===== src/hdl/dlc_pkg.sv =====
// Constants for the data-link channel block: register offsets, field
// positions, reset values and link timing.
// Assumes an 8-bit register port with byte offsets as given below.
package dlc_pkg;
   // Register offsets
   localparam logic [7:0] ADDR_RX_LINK_BYTE = 8'h28;
   localparam logic [7:0] ADDR_MATCH_A = 8'h29;
   localparam logic [7:0] ADDR_MATCH_B = 8'h2A;
   localparam logic [7:0] ADDR_LINK_STATUS = 8'h40;
   localparam logic [7:0] ADDR_LINK_MASK = 8'h41;
   localparam logic [7:0] ADDR_LINK_CTRL = 8'h42;
   localparam logic [7:0] ADDR_TX_CHAN_BLK0 = 8'h43;
   localparam logic [7:0] ADDR_TX_SLOT_CTRL = 8'h92;
   localparam logic [7:0] ADDR_TX_SUPPRESS = 8'h93;
   // Number of channel block registers (24 channels, 8 per register)
   localparam int TX_CHAN_BLK_COUNT = 3;
   // Slot control fields
   localparam int POS_TS_ENABLE = 7;
   localparam int POS_UNASSIGNED = 6;
   localparam int POS_SELECT_MODE = 5;
   localparam int POS_SLOT_MSB = 4;
   localparam int POS_SLOT_LSB = 0;
   // Status and mask fields
   localparam int POS_BYTE_FULL = 4;
   localparam int POS_MATCH = 2;
   // Control fields
   localparam int POS_DESTUFF = 0;
   // Reset values
   localparam logic [7:0] RESET_BYTE = 8'h00;
   // Destuffer: a zero after exactly this many ones is removed
   localparam logic [2:0] STUFF_RUN = 3'h5;
   localparam logic [2:0] RUN_SAT = 3'h6;
   // Index of the last bit in a link byte
   localparam logic [2:0] LAST_BIT = 3'h7;
   // Link timing: one bit per frame, one byte per eight frames
   localparam int FRAME_US = 250;
   localparam int BYTE_US = FRAME_US * 8;
   localparam int CLK_MHZ = 40;
   localparam int FRAME_CYCLES = FRAME_US * CLK_MHZ;
   localparam int BYTE_CYCLES = BYTE_US * CLK_MHZ;
endpackage : dlc_pkg


===== src/hdl/dlc_core.sv =====
// Data-link channel block: transmit HDLC channel assignment and the
// legacy receive link byte path with match detection and destuffing.
// Assumes link bits and slot timing come from framer logic on clk.
// Assumes slot and bit indices change only just after a clock edge.
// Assumes the host never raises the write and read strobes together.
//
// Contract
// - Timeslot enable 0 gives HDLC the data link; 1 gives it DS0 channels.
// - Single channel number is slot control bits 4..0, bit 4 MSB.
// - Mode 0 uses channel field; mode 1 uses channel block registers.
// - Suppress register bit 7 is DS0 bit 8, bit 0 is DS0 bit 1.
// - A set suppress bit removes that DS0 bit from HDLC data.
// - Link or signaling frame bits shift one by one into link byte.
// - A full link byte completes every eight frames, 2 ms.
// - Filled link byte sets the byte-full flag.
// - Byte-full with mask enabled pulls the interrupt low.
// - Byte equal to either match byte sets the match flag.
// - Match with mask enabled pulls the interrupt low.
// - Zero destuffer works only when destuff enable is set.
// - A zero after exactly five ones is deleted.
// - A zero after six or more ones is kept.
// - Receive HDLC and legacy link path may run together.
// - HDLC may serve a DS0 while legacy path carries the link.
`timescale 1ns/1ps
module dlc_core (
   // Clock and reset
   input wire logic clk,
   input wire logic rst,
   // Register port
   input wire logic [7:0] reg_addr,
   input wire logic [7:0] reg_wdata,
   input wire logic reg_wr,
   input wire logic reg_rd,
   output logic [7:0] reg_rdata,
   // Receive link bits from the framer
   input wire logic link_bit,
   input wire logic link_bit_valid,
   // Transmit slot timing from the framer
   input wire logic [4:0] tx_slot_index,
   input wire logic [2:0] tx_bit_index,
   // Transmit HDLC steering
   output logic tx_hdlc_on_link,
   output logic tx_hdlc_bit_select,
   // Interrupt
   output logic irq_n
);
   // Channel block bits, one for each channel that block mode can pick
   localparam int TX_BLK_BITS = dlc_pkg::TX_CHAN_BLK_COUNT * 8;

   // Register map, byte offsets of 8-bit registers
   // 0x28 received link byte, read only
   // 0x29 and 0x2A match bytes
   // 0x40 link status: bit 4 byte full, bit 2 match; a written 1 clears
   // 0x41 interrupt mask: bit 4 byte full, bit 2 match
   // 0x42 link control: bit 0 zero destuffer enable
   // 0x43 to 0x45 channel block: bit n of register k picks channel 8k+n
   // 0x92 slot control: bit 7 timeslot enable, bit 5 block mode, bits 4..0 channel
   // 0x93 bit suppress: bit 7 is the DS0 MSB, bit 0 its LSB
   // Unmapped offsets drop writes and read as zero
   //
   // Limitations
   // Block mode reaches channels 0 to 23 only; higher indices never hit
   // An unread byte is overwritten one byte time later without warning
   // The ones run spans byte boundaries, as the link is one bit stream
   // Frame timing is the framer's; this block counts valid pulses only
   // Destuffing acts on received link bits only, never on transmit data

   // All block state in one packed record
   typedef struct packed {
      // Transmit assignment registers
      logic [7:0] slot_ctrl;
      logic [7:0] suppress;
      logic [TX_BLK_BITS-1:0] chan_blk;
      // Match bytes
      logic [7:0] match_a;
      logic [7:0] match_b;
      // Link byte assembly and destuffer run
      logic [7:0] link_byte;
      logic [7:0] shift;
      logic [2:0] bit_count;
      logic [2:0] ones_run;
      // Status flags, masks and control
      logic full_flag;
      logic match_flag;
      logic full_mask;
      logic match_mask;
      logic destuff_en;
      // Registered outputs
      logic [7:0] rdata;
      logic irq_n;
      logic bit_select;
   } dlc_state_type;

   // Current and next copies of all block state
   dlc_state_type state;
   dlc_state_type next_state;

   // Outputs straight from state
   // No output is combinational from an input, so no path runs through
   assign reg_rdata = state.rdata;
   assign irq_n = state.irq_n;
   assign tx_hdlc_bit_select = state.bit_select;
   // Link position goes to HDLC only while timeslot enable is clear
   assign tx_hdlc_on_link = ~state.slot_ctrl[dlc_pkg::POS_TS_ENABLE];

   // Per-channel block decode, one bit per channel index
   // 32 entries so any five-bit channel index is a legal subscript
   logic [31:0] chan_hit;
   genvar gi;
   generate
      for (gi = 0; gi < 32; gi++) begin : g_chan
         if (gi < TX_BLK_BITS) begin : g_live
            assign chan_hit[gi] = state.chan_blk[gi];
         end else begin : g_none
            // No register holds channels past the block, so they never hit
            assign chan_hit[gi] = 1'b0;
         end
      end
   endgenerate

   // Next-state logic, in order: transmit select, link path, writes,
   // hardware sets, reads, interrupt. Sets follow the writes so a clear
   // in the same cycle loses, and the interrupt is taken from the final
   // flags so it moves on the same edge as a flag that sets.
   always_comb begin
      // Working values for this cycle
      logic [4:0] slot_num;
      logic slot_on;
      logic drop;
      logic [7:0] new_byte;
      logic full_set;
      logic match_set;
      logic full_irq;
      logic match_irq;
      slot_num = 5'h00;
      slot_on = 1'b0;
      drop = 1'b0;
      new_byte = 8'h00;
      full_set = 1'b0;
      match_set = 1'b0;
      full_irq = 1'b0;
      match_irq = 1'b0;
      // Every field holds unless a branch below changes it
      next_state = state;

      // Transmit slot selection
      slot_num = state.slot_ctrl[dlc_pkg::POS_SLOT_MSB:dlc_pkg::POS_SLOT_LSB];
      // Mode bit picks the single channel field or the block registers
      if (!state.slot_ctrl[dlc_pkg::POS_SELECT_MODE]) begin
         slot_on = (tx_slot_index == slot_num);
      end else begin
         slot_on = chan_hit[tx_slot_index];
      end
      // Bit index 7 is the MSB of the DS0, matching suppress bit 7
      next_state.bit_select = state.slot_ctrl[dlc_pkg::POS_TS_ENABLE] & slot_on
         & ~state.suppress[tx_bit_index];

      // Receive link path runs regardless of the HDLC assignment
      if (link_bit_valid) begin
         // Zero after exactly five ones is a stuffed bit
         drop = state.destuff_en & ~link_bit
            & (state.ones_run == dlc_pkg::STUFF_RUN);
         // Run saturates so a long run of ones never wraps back to five
         if (link_bit) begin
            if (state.ones_run != dlc_pkg::RUN_SAT) begin
               next_state.ones_run = state.ones_run + 3'h1;
            end
         end else begin
            next_state.ones_run = 3'h0;
         end
         // A dropped zero neither shifts nor counts
         if (!drop) begin
            // First bit received ends up as the LSB
            new_byte = {link_bit, state.shift[7:1]};
            next_state.shift = new_byte;
            // Byte completes on the eighth kept bit; the counter wraps to zero
            next_state.bit_count = state.bit_count + 3'h1;
            if (state.bit_count == dlc_pkg::LAST_BIT) begin
               // Unread byte is overwritten; host has one byte time
               next_state.link_byte = new_byte;
               full_set = 1'b1;
               match_set = (new_byte == state.match_a)
                  | (new_byte == state.match_b);
            end
         end
      end

      // Register writes; flag clears lose to a same-cycle set
      next_state.rdata = 8'h00;
      if (reg_wr) begin
         if (reg_addr == dlc_pkg::ADDR_TX_SLOT_CTRL) begin
            // Bit 6 is kept as written; software is expected to write zero
            next_state.slot_ctrl = reg_wdata;
         end else if (reg_addr == dlc_pkg::ADDR_TX_SUPPRESS) begin
            // New pattern applies from the next slot sample on
            next_state.suppress = reg_wdata;
         end else if (reg_addr == dlc_pkg::ADDR_MATCH_A) begin
            // Match bytes apply to the next completed byte, not the held one
            next_state.match_a = reg_wdata;
         end else if (reg_addr == dlc_pkg::ADDR_MATCH_B) begin
            // Second match byte, same timing as the first
            next_state.match_b = reg_wdata;
         end else if (reg_addr == dlc_pkg::ADDR_LINK_MASK) begin
            // Unmasking a pending flag pulls the interrupt on the next edge
            next_state.full_mask = reg_wdata[dlc_pkg::POS_BYTE_FULL];
            next_state.match_mask = reg_wdata[dlc_pkg::POS_MATCH];
         end else if (reg_addr == dlc_pkg::ADDR_LINK_CTRL) begin
            // A change mid-run leaves the ones run as it stands
            next_state.destuff_en = reg_wdata[dlc_pkg::POS_DESTUFF];
         end else if (reg_addr == dlc_pkg::ADDR_LINK_STATUS) begin
            // Write one to clear; a zero leaves its flag alone
            if (reg_wdata[dlc_pkg::POS_BYTE_FULL]) begin
               next_state.full_flag = 1'b0;
            end
            if (reg_wdata[dlc_pkg::POS_MATCH]) begin
               next_state.match_flag = 1'b0;
            end
         end else begin
            // Channel block registers sit at consecutive offsets
            for (int i = 0; i < dlc_pkg::TX_CHAN_BLK_COUNT; i++) begin
               if (reg_addr == dlc_pkg::ADDR_TX_CHAN_BLK0 + 8'(i)) begin
                  next_state.chan_blk[i*8 +: 8] = reg_wdata;
               end
            end
         end
      end
      // Hardware sets come after the writes so a new event is never lost
      if (full_set) begin
         next_state.full_flag = 1'b1;
      end
      if (match_set) begin
         next_state.match_flag = 1'b1;
      end

      // Register reads, data valid the following cycle
      // Data stand for one cycle only, then fall back to zero
      if (reg_rd) begin
         if (reg_addr == dlc_pkg::ADDR_TX_SLOT_CTRL) begin
            next_state.rdata = state.slot_ctrl;
         end else if (reg_addr == dlc_pkg::ADDR_TX_SUPPRESS) begin
            next_state.rdata = state.suppress;
         end else if (reg_addr == dlc_pkg::ADDR_RX_LINK_BYTE) begin
            // Reading leaves both flags set; software clears them by a write
            next_state.rdata = state.link_byte;
         end else if (reg_addr == dlc_pkg::ADDR_MATCH_A) begin
            next_state.rdata = state.match_a;
         end else if (reg_addr == dlc_pkg::ADDR_MATCH_B) begin
            next_state.rdata = state.match_b;
         end else if (reg_addr == dlc_pkg::ADDR_LINK_STATUS) begin
            // Undefined bits read as zero
            next_state.rdata[dlc_pkg::POS_BYTE_FULL] = state.full_flag;
            next_state.rdata[dlc_pkg::POS_MATCH] = state.match_flag;
         end else if (reg_addr == dlc_pkg::ADDR_LINK_MASK) begin
            next_state.rdata[dlc_pkg::POS_BYTE_FULL] = state.full_mask;
            next_state.rdata[dlc_pkg::POS_MATCH] = state.match_mask;
         end else if (reg_addr == dlc_pkg::ADDR_LINK_CTRL) begin
            next_state.rdata[dlc_pkg::POS_DESTUFF] = state.destuff_en;
         end else begin
            // Unmapped offsets find no match here and read as zero
            for (int i = 0; i < dlc_pkg::TX_CHAN_BLK_COUNT; i++) begin
               if (reg_addr == dlc_pkg::ADDR_TX_CHAN_BLK0 + 8'(i)) begin
                  next_state.rdata = state.chan_blk[i*8 +: 8];
               end
            end
         end
      end

      // Interrupt follows the masked flags, low while any is pending
      full_irq = next_state.full_flag & next_state.full_mask;
      match_irq = next_state.match_flag & next_state.match_mask;
      next_state.irq_n = ~(full_irq | match_irq);
   end

   // State register
   // All state moves on every edge; there is no clock enable
   always_ff @(posedge clk) begin
      if (rst) begin
         // Every field named so the reset values sit in one place
         state.slot_ctrl <= dlc_pkg::RESET_BYTE;
         state.suppress <= dlc_pkg::RESET_BYTE;
         state.chan_blk <= {dlc_pkg::TX_CHAN_BLK_COUNT{dlc_pkg::RESET_BYTE}};
         state.match_a <= dlc_pkg::RESET_BYTE;
         state.match_b <= dlc_pkg::RESET_BYTE;
         state.link_byte <= dlc_pkg::RESET_BYTE;
         state.shift <= dlc_pkg::RESET_BYTE;
         state.bit_count <= 3'h0;
         state.ones_run <= 3'h0;
         state.full_flag <= 1'b0;
         state.match_flag <= 1'b0;
         state.full_mask <= 1'b0;
         state.match_mask <= 1'b0;
         state.destuff_en <= 1'b0;
         state.rdata <= dlc_pkg::RESET_BYTE;
         state.irq_n <= 1'b1;
         state.bit_select <= 1'b0;
      end else begin
         state <= next_state;
      end
   end
endmodule : dlc_core


===== config.mk =====
export PLATFORM = sky130hd
export DESIGN_NAME = dlc_core
export DESIGN_NICKNAME = d
export VERILOG_FILES = /design/src/hdl/dlc_pkg.sv /design/src/hdl/dlc_core.sv
export SDC_FILE = /design/constraint.sdc
export NUM_CORES = 1
export LEC_CHECK = 0
export ABC_CLOCK_PERIOD_IN_PS = 2100
export BUFFER_PORTS_ARGS = -buffer_cell sky130_fd_sc_hd__buf_2
export CORE_MARGIN = 2
export CORE_UTILIZATION = 40
export DETAILED_ROUTE_END_ITERATION = 6
export PLACE_DENSITY_LB_ADDON = 0.12
export SLEW_MARGIN = 10
export SYNTH_ARGS = -nofsm -noshare
export SYNTH_HDL_FRONTEND = slang
export SYNTH_SLANG_ARGS = --single-unit

===== constraint.sdc =====
create_clock -name clk -period 2.1 [get_ports clk]
set_clock_uncertainty 0.1 [all_clocks]
set_input_delay 0.42 -clock clk [delete_from_list [all_inputs] [get_ports clk]]
set_output_delay 0.42 -clock clk [all_outputs]
set_load 0.01 [all_outputs]

### Word level (Yosys, flattened, before mapping)

Cells that the tools add are included.

| word-level totals | value |
|---|---|
| flip-flop bits (word level) | 93 |
| latch bits | 0 |
| memory bits (writable) | 0 |
| memory bits (read-only) | 0 |
| memories kept | 0 |

| cells by class | value |
|---|---|
| add/sub/neg operators | 2 |
| multipliers | 0 |
| div/mod/pow operators | 0 |
| magnitude comparators | 2 |
| equal/unequal tests | 18 |
| shift operators | 0 |
| multiplexer cells | 48 |
| bitwise logic cells | 21 |
| reductions and logical operators | 12 |

Operator list:

| operator | count |
|---|---|
| 2-to-1 mux 8 bit | 8 |
| equality test 8 x 7 -> 1 bit, second input constant | 6 |
| AND reduction 9 bit | 3 |
| 2-to-1 mux 5 bit | 5 |
| equality test 8 x 6 -> 1 bit, second input constant | 3 |
| 2-to-1 mux 1 bit | 22 |
| equality test 8 bit | 2 |
| equality test 8 bit, second input constant | 2 |
| NOT 1 bit | 13 |
| 2-to-1 mux 2 bit | 6 |
| 2-to-1 mux 3 bit | 4 |
| 2-to-1 mux 7 bit | 1 |
| AND reduction 7 bit | 1 |
| adder 3 x 1 -> 3 bit, second input constant | 2 |
| bitwise AND 1 bit | 6 |
| equality test 3 bit, second input constant | 2 |
| less-than comparator 5 x 6 -> 1 bit, second input constant | 1 |
| AND reduction 2 bit | 3 |
| AND reduction 3 bit | 2 |
| binary-select mux 1 bit (select 5 bit) | 1 |
| equality test 5 bit | 1 |
| AND reduction 5 bit | 1 |
| less-than comparator 3 x 4 -> 1 bit, second input constant | 1 |
| AND reduction 4 bit | 1 |
| other kinds (5) | 6 |

### Logic depth before layout (Yosys ltp)

Gate-level depths: netlist of the first run.

| depth | value |
|---|---|
| depth after elaboration | 13 |
| mapped depth | 8 |

### Worst setup path before layout of the first run

Ideal clock, no wire load.

| path | value |
|---|---|
| path type | input to register |
| start point | input port reg_addr[2] |
| end point | register state[85] (netlist bit) |
| setup time | 0.128 ns |
| data arrival time | 1.932 ns |
| slack | -0.060 ns |
| cell stages on the path | 6 |
| path buffers | 2 |
| cell sequence | buf_6 > or4_4 > buf_6 > nor4_4 > mux2i_1 > nor2_1 |

| on the way | value |
|---|---|
| word-level cells in the longest chain between the ends | 2 |

Ends and longest elaborated chain:

| item | RTL line | text |
|---|---|---|
| start, declared | dlc_core.sv:30 | `input wire logic [7:0] reg_addr,` |
| equality test 8 bit | dlc_core.sv:191 | `if (reg_addr == dlc_pkg::ADDR_TX_SLOT_CTRL) begin` |
| AND reduction 2 bit (no source line) | n/a |  |
| end signal, assigned | dlc_core.sv:297 | `state <= next_state;` |
| end, declared | dlc_core.sv:95 | `dlc_state_type state;` |

Every way passes these cells.
A chain may end at the register's enable or synchronous reset.

### Worst setup path after layout of the first run

| path | value |
|---|---|
| start point | input port reg_addr[7] |
| end point | register state (netlist bit chan_hit[0]) |

| on the way | value |
|---|---|
| word-level cells in the longest chain between the ends | 3 |
| elaborated cells between the ends (all ways) | 16 |

Ends and longest elaborated chain:

| item | RTL line | text |
|---|---|---|
| equality test 8 x 7 -> 1 bit (tied with other cells) | dlc_core.sv:210 | `end else if (reg_addr == dlc_pkg::ADDR_LINK_STATUS) begin` |
| NOT 1 bit (no source line) | n/a |  |
| AND reduction 9 bit (no source line) * | n/a |  |

Every way passes the cells marked *; elsewhere a longest branch is shown, timed or not.

==> flow_metrics.env, run 1 <==
export IMPL_p_total_w=0.003925
export IMPL_root_buffer="clkbuf_16"
export IMPL_cts_buffer_depth=2
export IMPL_drtPass1Iterations=5
export IMPL_fin_util=0.4886
export IMPL_hold_path_startpoint="link_bit"
export IMPL_avgRoutedWirePerCell_um=18.88
export IMPL_ff2ff_setup_slack_ps=350
export IMPL_die_w_um=112.1
export IMPL_vias_per_cell=5.615
export IMPL_ys_warnings_count=0
export IMPL_grt_max_degree=85
export IMPL_grtUsageTotal=0.2274
export IMPL_synth_edf_count=0
export IMPL_io_buffer_count=40
export IMPL_ys_seq_area_frac=0.3940
export IMPL_syn_nets=562
export IMPL_switchingPower_w=0.0008785
export IMPL_design_die_area_um2=12570
export IMPL_post_cts_buffers=0
export IMPL_num_io_pins=41
export IMPL_antenna_found_initial=0
export IMPL_hold_end="state[17]"
export IMPL_layout_nets=618
export IMPL_fin_ws_ps=205.5
export IMPL_power_density_nw_per_um2=703.5
export IMPL_ir_drop_v=0.0004518
export IMPL_drtIter0Drc=256
export IMPL_gp_congestion=0.8787
export IMPL_syn_inst=527
export IMPL_arrival_ps=2010
export IMPL_finalCritPeriodShare=0.9021
export IMPL_cts_resized=0
export IMPL_hold_buffers=0
export IMPL_n_fill_cell=1159
export IMPL_rr_endpoint="tx_hdlc_bit_select"
export IMPL_min_period_ps=1894
export IMPL_max_slew_worst_pin_slew_ps=537.7
export IMPL_whs_path_depth=3
export IMPL_path_cells="buf_2, buf_4, nor4b_1, nand4_1, nor2_2, mux2i_1, nor2_1"
export IMPL_clkTransAtPathRegs_ps=70
export IMPL_p_sw_frac=0.2238
export IMPL_crit_fanout=8
export IMPL_timing_fmax_mhz=527.8
export IMPL_cts_buffers=9
export IMPL_synthArstFlopShare=0
export IMPL_first_global_vias=3984
export IMPL_drive_gt1_frac=0.2078
export IMPL_synth_area_leaders="dfxtp_1 39%, mux2i_1 15%, nor2_1 6.0%"
export IMPL_ys_types=54
export IMPL_hold_viol=0
export IMPL_start_util=0.4094
export IMPL_grt_pass1_wl_um=22160
export IMPL_clk_latency_ps=350
export IMPL_rsz0062_at_grt="no"
export IMPL_synth_avg_cell_area_um2=8.870
export IMPL_cp_slowest_cell="nor2_2"
export IMPL_rows=39
export IMPL_ant_nets=0
export IMPL_coreArea_um2=11420
export IMPL_diodes=0
export IMPL_p_clk_frac=0.476
export IMPL_worstPathRequired_ps=2220
export IMPL_wirelength_um=13790
export IMPL_setup_viol=0
export IMPL_path_delay_family="simple AND/OR/NAND/NOR gates"
export IMPL_status="finished clean"
export IMPL_area_growth_pct=19.35
export IMPL_seqPwrFrac=0.449
export IMPL_drc=0
export IMPL_cts_sinks=92
export IMPL_yosysTopAreaCell="dfxtp_1"
export IMPL_worst_setup_path_type="in -> reg"
export IMPL_h_tree_depth=3
export IMPL_worst_r2r_startpoint="state[84]"
export IMPL_max_cap_viol_count=0
export IMPL_hpwl_um=9956
export IMPL_grt_overflow=0
export IMPL_dp_slack_ps=-205.1
export IMPL_slowest_delay_ps=440
export IMPL_maxSlewViolCount=0
export IMPL_cts_tree="built"
export IMPL_synth_ff_latch_count=92
export IMPL_reg2reg_depth=4
export IMPL_slew_headroom=0.6411
export IMPL_worst_path_buf_inv=2
export IMPL_synth_top_cell_area_share=0.3940
export IMPL_leakagePower_nw=2.310
export IMPL_hold_class="in -> reg"
export IMPL_synthFlopType="dfxtp_1"
export IMPL_synth_area_um2=4674
export IMPL_p_int_w=0.003046
export IMPL_end_kind="register"
export IMPL_combPwrFrac=0.074
export IMPL_routed_via_count=4099
export IMPL_die_h_um=112.1
export IMPL_start_kind="primary input"
-- synthesized netlist by cell type (2+ instances only) --
cell / count
a211oi_1: 3
a21oi_1: 30
a221oi_1: 10
a22o_1: 2
a22oi_1: 3
a31oi_1: 4
and3_1: 2
buf_1: 2
buf_2: 4
buf_4: 8
buf_6: 2
clkbuf_1: 27
dfxtp_1: 92
ha_1: 5
inv_1: 11
mux2_2: 5
mux2i_1: 70
mux4_2: 6
nand2_1: 40
nand2b_1: 4
nand3_1: 25
nand3b_1: 2
nand4_1: 9
nor2_1: 75
nor2_2: 2
nor2b_1: 5
nor3_1: 3
nor3_2: 2
nor4_1: 4
nor4bb_1: 2
o211a_1: 2
o21ai_0: 20
o21ai_1: 2
o22ai_1: 3
or3_1: 2
xnor2_1: 18
xor2_1: 4
-- layout by cell type (no fill, tap or decap), types with 6 or more instances in the layout --
master,n
a21oi_1,30
clkbuf_16,9
buf_4,45
buf_2,40
mux4_2,6
mux2i_1,70
xnor2_1,18
dfxtp_1,92
nand3_1,25
o21ai_0,20
nand4_1,9
nand2_1,40
inv_1,11
nor2_1,75
a221oi_1,10
-- stage by stage --
step	area [µm²]	cells	setup TNS [ps]	hold WS [ps]
CTS	5579	730	0	310.5
global placement	5240	715	-2347	346.8
floorplan	4678	527	-305.8	335.7
detailed placement	5240	715	-3070	353.4
global route	5579	730	0	327.1
finish	5579	730	0	313.2
-- per-layer routing --
layer,wire length [µm],track usage
met5,0,0
met2,6083,0.3486
met4,322,0.08211
met3,609,0.03996
met1,6770,0.3225
-- logic make-up after synthesis --
logic type / Yosys count / share of synthesized area
buffers and inverters: 55 / 0.05487
adders and majority gates: 5 / 0.01338
muxes: 81 / 0.1908
xor gates and xnor gates: 22 / 0.04122
DFF: 92 / 0.3940
and+or+nand+nor: 184 / 0.1871
AOI/OAI and AO/OA: 88 / 0.1186
-- state kept, by name (all words and copies together), names as in the netlist --
name / count
state: 58
irq_n: 1
tx_hdlc_bit_select: 1
reg_rdata: 8
chan_hit: 24
-- worst max path at each step --
stage                startpoint           end  slack (ps)  cells past startpoint
detailed placement  reg_addr[2]  reg_rdata[1]        -210                      7
floorplan           reg_addr[2]     state[85]         -40                      6
finish              reg_addr[7]   chan_hit[0]         210                      7
global route        reg_addr[6]     state[42]          90                      8
CTS                 reg_addr[2]  reg_rdata[1]         160                      7
global placement    reg_addr[2]  reg_rdata[1]        -220                      7
-- tightest hold or removal path, cell delays in order --
cell and delay (ps):
buf_2 160, nand2_1 70, a211oi_1 60
-- area by class of cell --
class / instances / area, µm² / area share
clock buffers: 10 / 239.0 / 0.04283
clock inverters: 5 / 100.1 / 0.01794
inverters: 12 / 45.04 / 0.008074
multi-input cells: 380 / 2576 / 0.4618
flip-flops and latches: 92 / 1842 / 0.3301
well taps: 143 / 178.9 / 0.03207
repair buffers: 88 / 598.1 / 0.1072
-- power by group through the flow --
stage               Sequential [W]  Clock (W)  Combinational (W)
finish                     0.00176    0.00187           0.000292
global placement           0.00180          0           0.000286
CTS                        0.00176    0.00190           0.000289
detailed placement         0.00180          0           0.000289
global route               0.00176    0.00199           0.000316
floorplan                  0.00180          0           0.000156
No activity file was read; power rests on OpenSTA's default activity.
==> run 2, diff against run 1 <==
--- a/config.mk
+++ b/config.mk
@@ -8,7 +8,8 @@
 export ABC_CLOCK_PERIOD_IN_PS = 2100
 export BUFFER_PORTS_ARGS = -buffer_cell sky130_fd_sc_hd__buf_2
 export CORE_MARGIN = 2
-export CORE_UTILIZATION = 40
+export CORE_UTILIZATION = 45
+export CTS_CLUSTER_SIZE = 12
 export DETAILED_ROUTE_END_ITERATION = 6
 export PLACE_DENSITY_LB_ADDON = 0.12
 export SLEW_MARGIN = 10
==> run 2 against run 1 <==
  * Final cell count down 1.2%
  * Register-to-register slack about the same
  * First-iteration DRC count up 26%
  * Largest power group is now registers
  * Cell area down 4.0%
  * Count of clock-buffer cells in the layout up 2
  * Critical path depth up 2
  * Critical endpoint is now reg_rdata[7]
==> flow_metrics.env, run 2 (synthesis results as in run 1) <==
export IMPL_hold_class="in -> reg"
export IMPL_grt_overflow=0
export IMPL_status="finished clean"
export IMPL_cp_slowest_cell="a221oi_1"
export IMPL_setup_viol=0
export IMPL_routed_via_count=4018
export IMPL_placed_area_um2=5196
export IMPL_clkTransAtPathRegs_ps=100
export IMPL_rr_endpoint="tx_hdlc_bit_select"
export IMPL_layout_commonest_cell="dfxtp_1"
export IMPL_wirelength_um=13160
export IMPL_drtIter0Drc=323
export IMPL_root_buffer="clkbuf_8"
export IMPL_final_cell_mix="92 x dfxtp_1, 75 x nor2_1, 70 x mux2i_1, 43 x buf_4"
export IMPL_worst_r2r_startpoint="state[79]"
export IMPL_cts_buffers=9
export IMPL_hpwl_um=9583
export IMPL_power_density_nw_per_um2=579.8
export IMPL_maxSlewViolCount=0
export IMPL_timing_fmax_mhz=537.4
export IMPL_diodes=0
export IMPL_die_h_um=105.9
export IMPL_start_kind="primary input"
export IMPL_max_slew_worst_pin_slew_ps=591.6
export IMPL_path_cells="buf_2, buf_4, nor2b_1, buf_4, o21ai_0, a221oi_1, buf_4, a221oi_1, a21oi_1"
export IMPL_reg2reg_depth=4
export IMPL_clk_latency_ps=380
export IMPL_fin_ws_ps=239.2
export IMPL_start_util=0.4590
export IMPL_regMostFlops="state"
export IMPL_drtPass1Iterations=7
export IMPL_first_global_vias=3741
export IMPL_grt_pass1_wl_um=20690
export IMPL_area_growth_pct=14.61
export IMPL_hold_viol=0
export IMPL_arrival_ps=2080
export IMPL_ff2ff_setup_slack_ps=340
export IMPL_slowest_delay_ps=440
export IMPL_vias_per_cell=5.573
export IMPL_cts_tree="built"
export IMPL_dp_slack_ps=-109.5
export IMPL_startpoint="reg_addr[2]"
export IMPL_coreArea_um2=10180
export IMPL_end_kind="register"
export IMPL_min_period_ps=1861
export IMPL_cts_sinks=92
export IMPL_rows=37
export IMPL_drive_gt1_frac=0.2000
export IMPL_avgRoutedWirePerCell_um=18.25
export IMPL_post_cts_buffers=0
export IMPL_gp_congestion=0.8923
export IMPL_grt_max_degree=85
export IMPL_cts_buffer_depth=2
export IMPL_antenna_found_initial=0
export IMPL_hold_buffers=0
export IMPL_slew_headroom=0.6052
export IMPL_grtUsageTotal=0.2442
export IMPL_crit_fanout=15
export IMPL_leakagePower_nw=2.201
export IMPL_n_fill_cell=965
export IMPL_worst_path_buf_inv=4
export IMPL_drc=0
export IMPL_design_area_um2=5358
export IMPL_rsz0062_at_grt="no"
export IMPL_path_delay_family="compound AO/OA/AOI/OAI gates"
export IMPL_layout_nets=615
export IMPL_cts_resized=0
export IMPL_ant_nets=0
export IMPL_cp_num_cells=9
export IMPL_h_tree_depth=3
export IMPL_whs_path_depth=3
export IMPL_path_common_cell="buf_4"
export IMPL_num_io_pins=41
export IMPL_crit_end="reg_rdata[7]"
export IMPL_worst_setup_path_type="in -> reg"
export IMPL_design_die_area_um2=11220
export IMPL_ir_drop_v=0.0003737
export IMPL_finalCritPeriodShare=0.8861
export IMPL_io_buffer_count=40
export IMPL_max_cap_viol_count=0
export IMPL_largest_register_ffs=58
export IMPL_die_w_um=105.9
export IMPL_worstPathRequired_ps=2320
run 2: changes by cell type in the layout (fill, tap and decap cells not counted):
cell,delta
buf_12,-1
buf_4,-2
bufinv_16,-3
clkbuf_1,+3
clkbuf_16,-9
clkbuf_8,+8
clkinv_4,+1
clkinvlp_4,+1
run 2: routing by layer:
| metal | wire [µm] | global-route usage |
|---|---|---|
| met5 | 0 | 0 |
| met4 | 162 | 0.06767 |
| met3 | 670 | 0.03679 |
| met2 | 6154 | 0.3880 |
| met1 | 6168 | 0.3464 |
run 2: power by group:
| group | internal [W] | total (W) | switching [W] |
|---|---|---|---|
| combinational | 0.000103 | 0.000285 | 0.000182 |
| sequential | 0.00175 | 0.00176 | 0.00000938 |
| clock | 0.000430 | 0.00106 | 0.000630 |
| total | 0.00228 | 0.00311 | 0.000821 |
run 2: cell type report:
type / instances / area [µm²] / area share
clock inverters: 4 / 26.28 / 0.004904
repair buffers: 85 / 563.0 / 0.1051
well taps: 136 / 170.2 / 0.03176
multi-input cells: 380 / 2576 / 0.4808
flip-flops and latches: 92 / 1842 / 0.3438
inverters: 12 / 45.04 / 0.008407
clock buffers: 12 / 135.1 / 0.02522
run 2: worst reg2reg max path, delay by kind of cell, from the launching register on:
family             cells  cell delay [ps]
DFF                    1              360
and+or+nand+nor        1              300
AOI/OAI and AO/OA      1              190
muxes                  2              760
run 2: worst min-delay path by stage:
stage | startpoint | endpoint | slack, ps
global route | link_bit | state[36] | 290
floorplan | state[91] | reg_rdata[6] | 340
finish | link_bit | state[36] | 290
detailed placement | state[20] | state[20] | 350
global placement | state[19] | state[19] | 350
CTS | link_bit | state[36] | 280
run 2: through the flow:
stage / total power (W) / instances / hold WS (ps) / util / TNS, ps
CTS: 0.003123 / 721 / 278.2 / 0.5260 / 0
global route: 0.003220 / 721 / 288.1 / 0.5260 / 0
finish: 0.003106 / 721 / 287.6 / 0.5260 / 0
floorplan: 0.001956 / 527 / 335.7 / - / -305.8
detailed placement: 0.002084 / 705 / 354.4 / 0.5102 / -1052
global placement: 0.002082 / 705 / 346.9 / 0.5102 / -782.9
==> run 3, diff against run 2 <==
--- a/config.mk
+++ b/config.mk
@@ -8,7 +8,7 @@
 export ABC_CLOCK_PERIOD_IN_PS = 2100
 export BUFFER_PORTS_ARGS = -buffer_cell sky130_fd_sc_hd__buf_2
 export CORE_MARGIN = 2
-export CORE_UTILIZATION = 45
+export CORE_UTILIZATION = 28
 export CTS_CLUSTER_SIZE = 12
 export DETAILED_ROUTE_END_ITERATION = 6
 export PLACE_DENSITY_LB_ADDON = 0.12
==> run 3 against run 2 <==
  * Fmax shrank 5.0%
  * Sequential share of layout area down 2.1 points
  * Sequential cell count stayed put
  * Largest power group is now clock
  * Utilization decreased by 18 points
  * Critical path depth down 2
  * First-iteration DRC count decreased by 23%
  * Count of clock-buffer cells in the layout unchanged
  * Register-to-register slack got worse by 40 ps
  * Largest cell class unchanged
  * Sequential power about the same
  * Worst hold slack improved by 36 ps
  * Total power increased by 28%
  * Die area increased by 58%
  * Critical path type unchanged
==> flow_metrics.env, run 3 (synthesis results as in run 1) <==
export IMPL_status="finished clean"
export IMPL_clk_latency_ps=350
export IMPL_fin_util=0.3470
export IMPL_grt_pass1_wl_um=23280
export IMPL_hold_class="in -> reg"
export IMPL_design_die_area_um2=17740
export IMPL_final_cell_mix="92 x dfxtp_1, 75 x nor2_1, 70 x mux2i_1, 51 x buf_4"
export IMPL_wirelength_um=14900
export IMPL_vias_per_cell=4.942
export IMPL_cts_buffers=9
export IMPL_drc=0
export IMPL_io_buffer_count=40
export IMPL_regMostFlops="state"
export IMPL_layout_nets=623
export IMPL_cts_resized=0
export IMPL_p_sw_frac=0.2202
export IMPL_whs_ps=323.7
export IMPL_worstPathRequired_ps=2220
export IMPL_drive_gt1_frac=0.2142
export IMPL_setup_viol=0
export IMPL_grtUsageTotal=0.1748
export IMPL_area_growth_pct=22.22
export IMPL_clkTransAtPathRegs_ps=60
export IMPL_highest_layer="met4"
export IMPL_hpwl_um=11200
export IMPL_grt_max_degree=85
export IMPL_largest_register_ffs=58
export IMPL_gp_congestion=0.9069
export IMPL_timing_fmax_mhz=510.7
export IMPL_coreArea_um2=16470
export IMPL_power_density_nw_per_um2=694.2
export IMPL_seqPwrFrac=0.445
export IMPL_crit_fanout=5
export IMPL_antenna_found_initial=0
export IMPL_worst_setup_path_type="in -> reg"
export IMPL_hold_buffers=0
export IMPL_rows=47
export IMPL_multi_input_area_um2=2576
export IMPL_ant_nets=0
export IMPL_layout_commonest_cell="dfxtp_1"
export IMPL_start_util=0.2839
export IMPL_grt_overflow=0
export IMPL_avgRoutedWirePerCell_um=18.32
export IMPL_maxSlewViolCount=0
export IMPL_drtPass1Iterations=4
export IMPL_p_clk_frac=0.479
export IMPL_p_total_w=0.003966
export IMPL_finalCritPeriodShare=0.9324
export IMPL_switchingPower_w=0.0008735
export IMPL_p_int_w=0.003093
export IMPL_arrival_ps=2080
export IMPL_num_io_pins=41
export IMPL_diodes=0
export IMPL_wl_met2_um=6615
export IMPL_wl_met1_um=7193
export IMPL_routed_via_count=4018
export IMPL_slew_headroom=0.6024
export IMPL_cts_sinks=92
export IMPL_n_fill_cell=1745
export IMPL_die_h_um=133.2
export IMPL_leakagePower_nw=2.331
export IMPL_route_met3_wl_um=745
export IMPL_max_slew_worst_pin_slew_ps=595.8
export IMPL_max_cap_viol_count=0
export IMPL_end_kind="register"
export IMPL_min_period_ps=1958
export IMPL_root_buffer="clkbuf_16"
export IMPL_h_tree_depth=3
export IMPL_first_global_vias=4005
export IMPL_hold_viol=0
export IMPL_ir_drop_v=0.0004197
export IMPL_cts_tree="built"
export IMPL_start_kind="primary input"
export IMPL_rsz0062_at_grt="no"
export IMPL_combPwrFrac=0.076
export IMPL_drtIter0Drc=250
export IMPL_die_w_um=133.2
export IMPL_cts_buffer_depth=2
export IMPL_register_area_um2=1842
export IMPL_post_cts_buffers=0
-- run 3: through the flow --
step           instance area [µm²]  setup TNS [ps]  std cells  setup slack (ps)
3_3_place_gp                  5361           -3993        797            -242.7
5_1_grt                       5713               0        813             37.75
3_5_place_dp                  5361           -3071        797            -204.3
4_1_cts                       5713               0        813             149.4
6_report                      5713               0        813             142.0
2_1_floorplan                 4678          -305.8        527            -44.37
-- run 3: final timing paths --
path | from | to | slack, ps | cells past startpoint
setup / recovery | reg_addr[6] | reg_rdata[1] | 140 | 7
hold / removal | link_bit | state[36] | 320 | 3
setup reg to reg | state[84] | tx_hdlc_bit_select | 300 | 4
hold reg to reg | state[20] | state[20] | 360 | 2
-- run 3: layout make-up --
type	instances	share of cell area
Sequential cell	92	0.3224
Inverter	12	0.007884
Multi-Input combinational cell	380	0.4509
Clock inverter	4	0.01664
Clock buffer	12	0.04490
Timing Repair Buffer	93	0.1091
Tap cell	220	0.04818
-- run 3: power by group through the flow --
stage	combinational, W	sequential [W]	clock, W
after detailed placement	0.000303	0.00180	0
after global routing	0.000326	0.00176	0.00204
after CTS	0.000303	0.00176	0.00196
after global placement	0.000303	0.00180	0
after floorplan	0.000156	0.00180	0
final	0.000302	0.00176	0.00190
-- run 3: critical path: stages --
cell and delay, ps:
buf_2 120, nor4_1 450, buf_4 190, and3_1 250, buf_4 170, o221ai_1 120, a211oi_1 360
-- run 3: layer usage --
metal,GRT usage,vias to the layer above
li1,-,1979
met2,0.2726,89
met1,0.2444,1934
met3,0.02968,16
met5,0,-
met4,0.06206,0
